$ cat config.mk
export PLATFORM = sky130hd
export DESIGN_NAME = spem_top
export DESIGN_NICKNAME = d
export VERILOG_FILES = /design/src/design/spem_pkg.sv /design/src/design/spem_top.sv
export VERILOG_INCLUDE_DIRS = /design/src /design/src/design
export SDC_FILE = /design/constraint.sdc
export NUM_CORES = 1
export LEC_CHECK = 0
export ABC_AREA = 0
export BUFFER_PORTS_ARGS = -buffer_cell sky130_fd_sc_hd__buf_2
export CORE_MARGIN = 3
export CORE_UTILIZATION = 35
export CTS_BUF_LIST = sky130_fd_sc_hd__clkbuf_4
export DETAILED_ROUTE_END_ITERATION = 10
export PLACE_DENSITY = 0.59
export SYNTH_ARGS = -nofsm -noshare
export SYNTH_HDL_FRONTEND = slang
export SYNTH_SLANG_ARGS = --single-unit
export TNS_END_PERCENT = 1
$ cat constraint.sdc
create_clock -name CLOCK -period 6.1 [get_ports CLOCK]
set_input_delay 1.525 -clock CLOCK [delete_from_list [all_inputs] [get_ports CLOCK]]
set_output_delay 1.525 -clock CLOCK [all_outputs]
set_load 0.1 [all_outputs]
$ cat src/design/spem_regs.svh
/*
 Parameter addresses, reset values, value ranges and timing counts of the
 servo parameter and error memory block.
 Assumes a master that issues 16-bit parameter reads and writes by address.
*/
// Operation
// - A written encoder position takes effect only at the next switch-on.
// - A new encoder position also moves the virtual and simulated index.
// - A singleturn position runs from zero to one below 16384 per revolution.
// - Simulation resolution: unsigned 16 bits, 8 to 65535, default 4096.
// - With resolution divisible by four the index pulse is at A and B high.
// - A changed resolution takes effect only at the next power-on.
// - Each error entry keeps the 16-bit count of amplifier enables before it.
// - Each error entry keeps the 16-bit seconds from last enable to it.
// - Error classes 0 to 4 run from warning to non-resettable fatal.
// - Writing one to the erase command clears every error entry.
// - The erase command reads zero when clearing is done; the master polls.
// - Reading the error number latches its entry and advances the pointer.
// - Writing one to the pointer reset points reads at the oldest entry.
`ifndef SPEM_REGS_SVH
`define SPEM_REGS_SVH
`define SPEM_ADDR_SIM_RES 16'h052a
`define SPEM_ADDR_ENC_POS 16'h052c
`define SPEM_ADDR_ERASE 16'h3b08
`define SPEM_ADDR_RPTR_RST 16'h3b0a
`define SPEM_ADDR_ERR_NUM 16'h3c02
`define SPEM_ADDR_ERR_CLASS 16'h3c04
`define SPEM_ADDR_AMP_CYC 16'h3c0a
`define SPEM_ADDR_AMP_TIME 16'h3c0c
`define SPEM_SIM_RES_RESET 16'h1000
`define SPEM_SIM_RES_MIN 16'h0008
`define SPEM_ENC_POS_RESET 16'h0000
`define SPEM_POS_PER_REV 16384
`define SPEM_CMD_ONE 16'h0001
`define SPEM_SECOND_US 1000000
`define SPEM_CLOCK_MHZ 40
`define SPEM_SECOND_CYCLES (`SPEM_SECOND_US * `SPEM_CLOCK_MHZ)
`endif

$ cat src/design/spem_pkg.sv
/*
 Types of the servo parameter and error memory block.
 Assumes nothing beyond a SystemVerilog compiler.
*/
package spem_pkg;
    typedef enum logic [2:0] {
        SPEM_CLS_WARNING = 3'h0,
        SPEM_CLS_QSTOP_7 = 3'h1,
        SPEM_CLS_QSTOP_89 = 3'h2,
        SPEM_CLS_FATAL_RES = 3'h3,
        SPEM_CLS_FATAL_PERM = 3'h4
    } spem_class_t;
    typedef enum logic [1:0] {
        SPEM_IDLE = 2'b01,
        SPEM_ERASE = 2'b10
    } spem_state_t;
    typedef struct packed {
        logic [15:0] number;
        spem_class_t err_class;
        logic [15:0] amp_cycles;
        logic [15:0] amp_time;
    } spem_entry_t;
endpackage

$ cat src/design/spem_top.sv
/*
 Parameter bank and error memory of a servo drive: simulation resolution,
 encoder position setting, quadrature encoder simulation and error log.
 Assumes one clock, synchronous inputs and one-cycle request strobes.
*/
`timescale 1ns/100ps
`include "spem_regs.svh"
module spem_top #(
    parameter int DEPTH = 16,
    parameter int SEC_CYCLES = `SPEM_SECOND_CYCLES
) (
    input wire logic CLOCK,
    input wire logic NRST,
    input wire logic PAR_WR,
    input wire logic PAR_RD,
    input wire logic [15:0] PAR_ADDR,
    input wire logic [15:0] PAR_WDATA,
    output logic [15:0] PAR_RDATA,
    output logic PAR_ACK,
    output logic PAR_ERR,
    input wire logic SWITCH_ON,
    input wire logic SIM_STEP,
    input wire logic SIM_DIR,
    output logic SIM_A,
    output logic SIM_B,
    output logic SIM_INDEX,
    output logic [15:0] ACTIVE_SIM_RES,
    output logic [15:0] ACTIVE_ENC_POS,
    input wire logic AMP_ENABLE,
    input wire logic ERR_LOG,
    input wire logic [15:0] ERR_NUMBER,
    input wire spem_pkg::spem_class_t ERR_CLASS
);
    import spem_pkg::*;
    localparam int AW = $clog2(DEPTH);
    localparam int PW = $clog2(SEC_CYCLES);

    spem_entry_t mem [DEPTH];
    spem_state_t state, next_state;
    logic [15:0] res_pend, next_res_pend, pos_pend, next_pos_pend;
    logic [15:0] next_rdata;
    logic next_ack, next_err;
    logic [AW:0] used, next_used, rd_idx, next_rd_idx;
    logic [AW-1:0] wr_ptr, next_wr_ptr, erase_idx, next_erase_idx, oldest;
    spem_entry_t hold, next_hold, rd_entry, wr_entry;
    logic mem_we;
    logic [AW-1:0] mem_waddr;
    logic amp_prev, next_amp_prev;
    logic [15:0] amp_cnt, next_amp_cnt, time_s, next_time_s;
    logic [PW-1:0] presc, next_presc;

    // Bus, parameters and error memory
    always_comb begin
        next_state = state;
        next_res_pend = res_pend;
        next_pos_pend = pos_pend;
        next_used = used;
        next_rd_idx = rd_idx;
        next_wr_ptr = wr_ptr;
        next_erase_idx = erase_idx;
        next_hold = hold;
        next_rdata = PAR_RDATA;
        next_ack = 1'b0;
        next_err = 1'b0;
        mem_we = 1'b0;
        mem_waddr = wr_ptr;
        wr_entry = '0;
        oldest = wr_ptr - used[AW-1:0];
        rd_entry = mem[oldest + rd_idx[AW-1:0]];
        // Logging is suspended while erasing so no half-cleared log survives
        if (ERR_LOG && state == SPEM_IDLE) begin
            mem_we = 1'b1;
            wr_entry.number = ERR_NUMBER;
            wr_entry.err_class = ERR_CLASS;
            wr_entry.amp_cycles = amp_cnt;
            wr_entry.amp_time = time_s;
            next_wr_ptr = wr_ptr + 1'b1;
            if (used != DEPTH[AW:0]) begin
                next_used = used + 1'b1;
            end
        end
        if (state == SPEM_ERASE) begin
            mem_we = 1'b1;
            mem_waddr = erase_idx;
            next_erase_idx = erase_idx + 1'b1;
            if (erase_idx == AW'(DEPTH - 1)) begin
                next_state = SPEM_IDLE;
                next_used = '0;
                next_rd_idx = '0;
                next_wr_ptr = '0;
                next_hold = '0;
            end
        end
        if (PAR_WR) begin
            next_ack = 1'b1;
            unique case (PAR_ADDR)
                `SPEM_ADDR_SIM_RES: begin
                    if (PAR_WDATA >= `SPEM_SIM_RES_MIN) begin
                        next_res_pend = PAR_WDATA;
                    end else begin
                        next_err = 1'b1;
                    end
                end
                `SPEM_ADDR_ENC_POS: begin
                    if (PAR_WDATA < 16'(`SPEM_POS_PER_REV)) begin
                        next_pos_pend = PAR_WDATA;
                    end else begin
                        next_err = 1'b1;
                    end
                end
                `SPEM_ADDR_ERASE: begin
                    if (PAR_WDATA == `SPEM_CMD_ONE && state == SPEM_IDLE) begin
                        next_state = SPEM_ERASE;
                        next_erase_idx = '0;
                    end
                end
                `SPEM_ADDR_RPTR_RST: begin
                    if (PAR_WDATA == `SPEM_CMD_ONE && state == SPEM_IDLE) begin
                        next_rd_idx = '0;
                    end
                end
                default: next_err = 1'b1;
            endcase
        end else if (PAR_RD) begin
            next_ack = 1'b1;
            next_rdata = 16'h0000;
            unique case (PAR_ADDR)
                `SPEM_ADDR_SIM_RES: next_rdata = res_pend;
                `SPEM_ADDR_ENC_POS: next_rdata = pos_pend;
                `SPEM_ADDR_ERASE: begin
                    next_rdata = {15'h0000, state == SPEM_ERASE};
                end
                `SPEM_ADDR_RPTR_RST: next_rdata = 16'h0000;
                `SPEM_ADDR_ERR_NUM: begin
                    // Past the newest entry the pointer stops, the held entry clears and reads zero
                    if (rd_idx < used && state == SPEM_IDLE) begin
                        next_hold = rd_entry;
                        next_rd_idx = rd_idx + 1'b1;
                        next_rdata = rd_entry.number;
                    end else begin
                        next_hold = '0;
                    end
                end
                `SPEM_ADDR_ERR_CLASS: next_rdata = {13'h0000, hold.err_class};
                `SPEM_ADDR_AMP_CYC: next_rdata = hold.amp_cycles;
                `SPEM_ADDR_AMP_TIME: next_rdata = hold.amp_time;
                default: next_err = 1'b1;
            endcase
        end
    end

    always_ff @(posedge CLOCK) begin
        if (!NRST) begin
            state <= SPEM_IDLE;
            res_pend <= `SPEM_SIM_RES_RESET;
            pos_pend <= `SPEM_ENC_POS_RESET;
            used <= '0;
            rd_idx <= '0;
            wr_ptr <= '0;
            erase_idx <= '0;
            hold <= '0;
            PAR_RDATA <= 16'h0000;
            PAR_ACK <= 1'b0;
            PAR_ERR <= 1'b0;
        end else begin
            state <= next_state;
            res_pend <= next_res_pend;
            pos_pend <= next_pos_pend;
            used <= next_used;
            rd_idx <= next_rd_idx;
            wr_ptr <= next_wr_ptr;
            erase_idx <= next_erase_idx;
            hold <= next_hold;
            PAR_RDATA <= next_rdata;
            PAR_ACK <= next_ack;
            PAR_ERR <= next_err;
        end
    end

    always_ff @(posedge CLOCK) begin
        if (mem_we) begin
            mem[mem_waddr] <= wr_entry;
        end
    end

    // Amplifier enable count and time since enable

    always_comb begin
        next_amp_prev = AMP_ENABLE;
        next_amp_cnt = amp_cnt;
        next_time_s = time_s;
        next_presc = presc + 1'b1;
        if (AMP_ENABLE && !amp_prev) begin
            // Saturate rather than wrap so a count never reads small again
            if (amp_cnt != 16'hffff) begin
                next_amp_cnt = amp_cnt + 1'b1;
            end
            next_time_s = 16'h0000;
            next_presc = '0;
        end else if (presc == PW'(SEC_CYCLES - 1)) begin
            next_presc = '0;
            if (time_s != 16'hffff) begin
                next_time_s = time_s + 1'b1;
            end
        end
    end

    always_ff @(posedge CLOCK) begin
        if (!NRST) begin
            amp_prev <= 1'b0;
            amp_cnt <= 16'h0000;
            time_s <= 16'h0000;
            presc <= '0;
        end else begin
            amp_prev <= next_amp_prev;
            amp_cnt <= next_amp_cnt;
            time_s <= next_time_s;
            presc <= next_presc;
        end
    end

    // Encoder simulation; settings move in only at switch-on
    logic [15:0] sim_cnt, next_sim_cnt, next_act_res, next_act_pos;
    logic [15:0] idx_point;
    logic next_sim_a, next_sim_b, next_sim_index;

    always_comb begin
        next_act_res = ACTIVE_SIM_RES;
        next_act_pos = ACTIVE_ENC_POS;
        next_sim_cnt = sim_cnt;
        if (SWITCH_ON) begin
            next_act_res = res_pend;
            next_act_pos = pos_pend;
            // Loading the position moves where the index pulse falls
            next_sim_cnt = (pos_pend < res_pend) ? pos_pend : 16'h0000;
        end else if (SIM_STEP) begin
            if (SIM_DIR) begin
                next_sim_cnt = (sim_cnt >= ACTIVE_SIM_RES - 1'b1) ?
                    16'h0000 : sim_cnt + 1'b1;
            end else begin
                next_sim_cnt = (sim_cnt == 16'h0000) ?
                    ACTIVE_SIM_RES - 1'b1 : sim_cnt - 1'b1;
            end
        end
        // Index follows the resolution in force after this edge, switch-on too
        idx_point = (next_act_res[1:0] == 2'b00) ? 16'h0002 : 16'h0000;
        next_sim_a = next_sim_cnt[1] ^ next_sim_cnt[0];
        next_sim_b = next_sim_cnt[1];
        next_sim_index = (next_sim_cnt == idx_point);
    end

    always_ff @(posedge CLOCK) begin
        if (!NRST) begin
            ACTIVE_SIM_RES <= `SPEM_SIM_RES_RESET;
            ACTIVE_ENC_POS <= `SPEM_ENC_POS_RESET;
            sim_cnt <= 16'h0000;
            SIM_A <= 1'b0;
            SIM_B <= 1'b0;
            SIM_INDEX <= 1'b0;
        end else begin
            ACTIVE_SIM_RES <= next_act_res;
            ACTIVE_ENC_POS <= next_act_pos;
            sim_cnt <= next_sim_cnt;
            SIM_A <= next_sim_a;
            SIM_B <= next_sim_b;
            SIM_INDEX <= next_sim_index;
        end
    end
endmodule // spem_top

==> Implementation_results.wiki <==
{| class="wikitable"
! Metric !! Value
|-
| Result of the run || finished, final reports clean
|-
| Leading cell types in the layout, fill and taps excluded || sky130_fd_sc_hd__edfxtp_1, sky130_fd_sc_hd__clkbuf_4, sky130_fd_sc_hd__nand2_1
|-
| Leading register cell type out of synthesis || sky130_fd_sc_hd__edfxtp_1
|-
| Number of vias after detailed routing || 25700
|-
| Highest Clock Rate || 190 MHz
|-
| Final hold violation count || 0
|-
| Critical path data required time || 7.20 ns
|-
| Number of antenna violations at the first check in global routing || 4
|-
| Core Rows || 127
|-
| Vias in the first global route || 25900
|-
| Leakage || 17.0 nW
|-
| Post-route fraction of the period consumed by the critical path || 0.862
|-
| Via density per instance || 5.29
|-
| Class of the most critical setup path || register to register
|-
| Std-Cell Core Area || 0.121 sq mm
|-
| Total number of clock tree sinks || 1030
|-
| Layout cells sized above 1 || 0.262
|-
| Share of flip-flops with an asynchronous set or reset || 0
|-
| Clock Path Buffers || 4
|-
| Yosys warns || 0
|-
| Detail Placement HPWL || 68500 microns
|-
| Die width || 355 microns
|-
| EDFF count, synth || 816
|-
| Critical path capture point type || register
|-
| Fraction of the yosys area taken by sequential cells || 0.674
|-
| Count of hold buffers inserted by post-cts repair || 0
|-
| Final design utilization || 0.407
|-
| Cts bufs inserted || 283
|-
| Worst slew margin relative to its limit || 0.268
|-
| Global-route wire length before repair || 170000 microns
|-
| Crit path max fanout || 10
|-
| Total routing usage reported by global routing || 0.181
|-
| Worst EP arrival || 6.36 ns
|-
| DRC viols || 0
|-
| CTS tree || built
|-
| Number of buffer cells added on primary ports || 112
|-
| Pwr dens || 317 mW/mm^2
|-
| Final sum of negative setup slack || 0 ns
|-
| Count of cell types in the netlist || 70
|-
| Post-Route Skew || 0.0721 ns
|-
| Number of setup violations in the final report || 0
|-
| Synth Area per Inst || 15.6 sq um
|-
| Met3 demand-to-capacity share in global routing || 0.0428
|-
| CTS-repair resized insts || 0
|-
| Synth Instances || 2733
|-
| CP startpoint kind || register
|-
| Filler-free cell count of the finished design || 4855
|-
| Tightest Pin Transition || 1.10 ns
|-
| RSZ-0062 raised after global routing || no
|-
| Clock slew at the register clock pins of the worst setup and hold paths || 0.06 ns
|-
| Syn Std Cell Area || 0.0427 sq mm
|-
| # Max-Cap Violations || 0
|-
| RePlAce Congestion || 0.907
|-
| Wire length after detailed routing || 114000 microns
|-
| Count of antenna-violating nets left after detailed routing || 0
|-
| Number of top-level pins || 113
|-
| Post-route worst hold slack || 0.460 ns
|-
| Post-CTS repair timing setup buffer count || 0
|-
| Routing layer with the top usage in global route || met2
|-
| Net Count, Synth || 2847
|-
| Number of search-and-repair iterations in the first detailed-routing pass || 5
|-
| Average wire per standard cell || 23.5 microns
|-
| Total die area || 0.126 sq mm
|-
| Worst VDD drop || 0.182 mV
|-
| First DRT Iteration DRCs || 2429
|-
| GR Util met2 || 0.284
|-
| Total global routing overflow || 0
|-
| Maximum number of pins on one net before global-route repair || 78
|-
| Latest clock arrival within the worst-skew pair || 1.19 ns
|-
| H-tree levels || 5
|-
| Number of placed cells counting well taps || 4377
|-
| Number of max-slew violations in the final report || 0
|-
| Path type of the worst min-delay path || register to register
|-
| Height of the chip || 355 microns
|-
| Area overhead of the layout relative to synthesis || 14.9%
|-
| Crit path time final || 5.26 ns
|-
| Final net count || 3164
|-
| Initial core utilization || 0.354
|-
| Most common library cell in the layout ignoring fill and taps || sky130_fd_sc_hd__edfxtp_1
|-
| Flip-flop and latch count after synthesis || 1030
|-
| Clock tree root buffer cell || sky130_fd_sc_hd__clkbuf_4
|-
| Global Route met1 Usage || 0.244
|}
-- worst max-delay path: stages, from the launching register on --
cell and delay [ns]:
sky130_fd_sc_hd__dfxtp_1 0.37, sky130_fd_sc_hd__inv_1 0.10, sky130_fd_sc_hd__ha_1 0.20, sky130_fd_sc_hd__or4b_2 0.66, sky130_fd_sc_hd__or2_2 0.32, sky130_fd_sc_hd__or4_1 0.42, sky130_fd_sc_hd__xor2_1 0.17, sky130_fd_sc_hd__ha_1 0.28
sky130_fd_sc_hd__nand4_1 0.10, sky130_fd_sc_hd__or3_1 0.38, sky130_fd_sc_hd__o41a_1 0.36, sky130_fd_sc_hd__nand3_1 0.42, sky130_fd_sc_hd__nor2_1 0.10, sky130_fd_sc_hd__a2111oi_0 0.64, sky130_fd_sc_hd__nand4_1 0.21, sky130_fd_sc_hd__nor4_1 0.27
sky130_fd_sc_hd__and3_1 0.20
-- final timing paths --
path	startpoint	end	slack (ns)	cells after the start
max	ACTIVE_SIM_RES[0]	SIM_INDEX	0.84	16
min	presc[0]	presc[0]	0.46	1
min reg2reg	presc[0]	presc[0]	0.46	1
max reg2reg	ACTIVE_SIM_RES[0]	SIM_INDEX	0.84	16
-- layer usage --
metal	part of all wire	vias up
met5	0.00011	-
met4	0.027	2
met3	0.077	212
met2	0.47	981
met1	0.43	13100
li1	-	11400
-- registers in the layout (all words and copies together), names as in the netlist, 5 cells and up --
| signal | flops |
|---|---|
| sim_cnt | 16 |
| amp_cnt | 16 |
| presc | 26 |
| mem | 816 |
| pos_pend | 16 |
| used | 5 |
| res_pend | 16 |
| PAR_RDATA | 16 |
| ACTIVE_ENC_POS | 16 |
| time_s | 16 |
| ACTIVE_SIM_RES | 16 |
| hold | 35 |
| rd_idx | 5 |
-- cell families (layout without fill, tap and decap cells) --
kind of cell             count (synthesis)  count (layout)  share of synthesized area
AO/OA/AOI/OAI                          265             265                     0.0446
adder cells (fa/ha/maj)                 54              54                     0.0163
multiplexers                           348             348                      0.141
XOR/XNOR                                80              80                     0.0164
AND/OR/NAND/NOR                        764             764                     0.0904
other                                    0               8                          0
buffers and inverters                  192             694                     0.0169
flip-flops                            1030            1030                      0.674
-- stage by stage --
stage                     power (mW)  instance area [sq um]  worst slack, ns
after global placement          9.79                  45700            0.918
after floorplan                 9.21                  42700            0.761
after global routing            16.3                  49100            0.611
after CTS                       15.8                  49100            0.909
after detailed placement        9.79                  45700            0.908
final                           15.6                  49100            0.841
-- cell usage after synthesis (all sizes together), types with 42 or more instances --
master	count	area (sq um)
nor2	133	499
edfxtp	816	24500
nand2	220	826
a21oi	46	230
clkbuf	109	409
nor2b	116	726
ha	51	638
and2	78	488
mux2i	140	1400
dfxtp	214	4280
nand3	61	305
inv	50	188
mux4	204	4590
xnor2	42	368
-- cell type report --
class	instances	area, sq um
Fill cell	11100	71500
Timing Repair Buffer	174	1250
Tap cell	1612	2020
Clock buffer	416	3120
Clock inverter	54	284
Multi-Input combinational cell	1511	13400
Sequential cell	1030	28800
Antenna cell	8	20.0
Inverter	50	188
-- where the power goes --
group / internal, mW / switching, mW
registers: 7.58 / 0.0391
logic: 0.855 / 1.14
clock network: 3.22 / 2.74
total: 11.7 / 3.92
No activity file was read; power rests on OpenSTA's default activity.
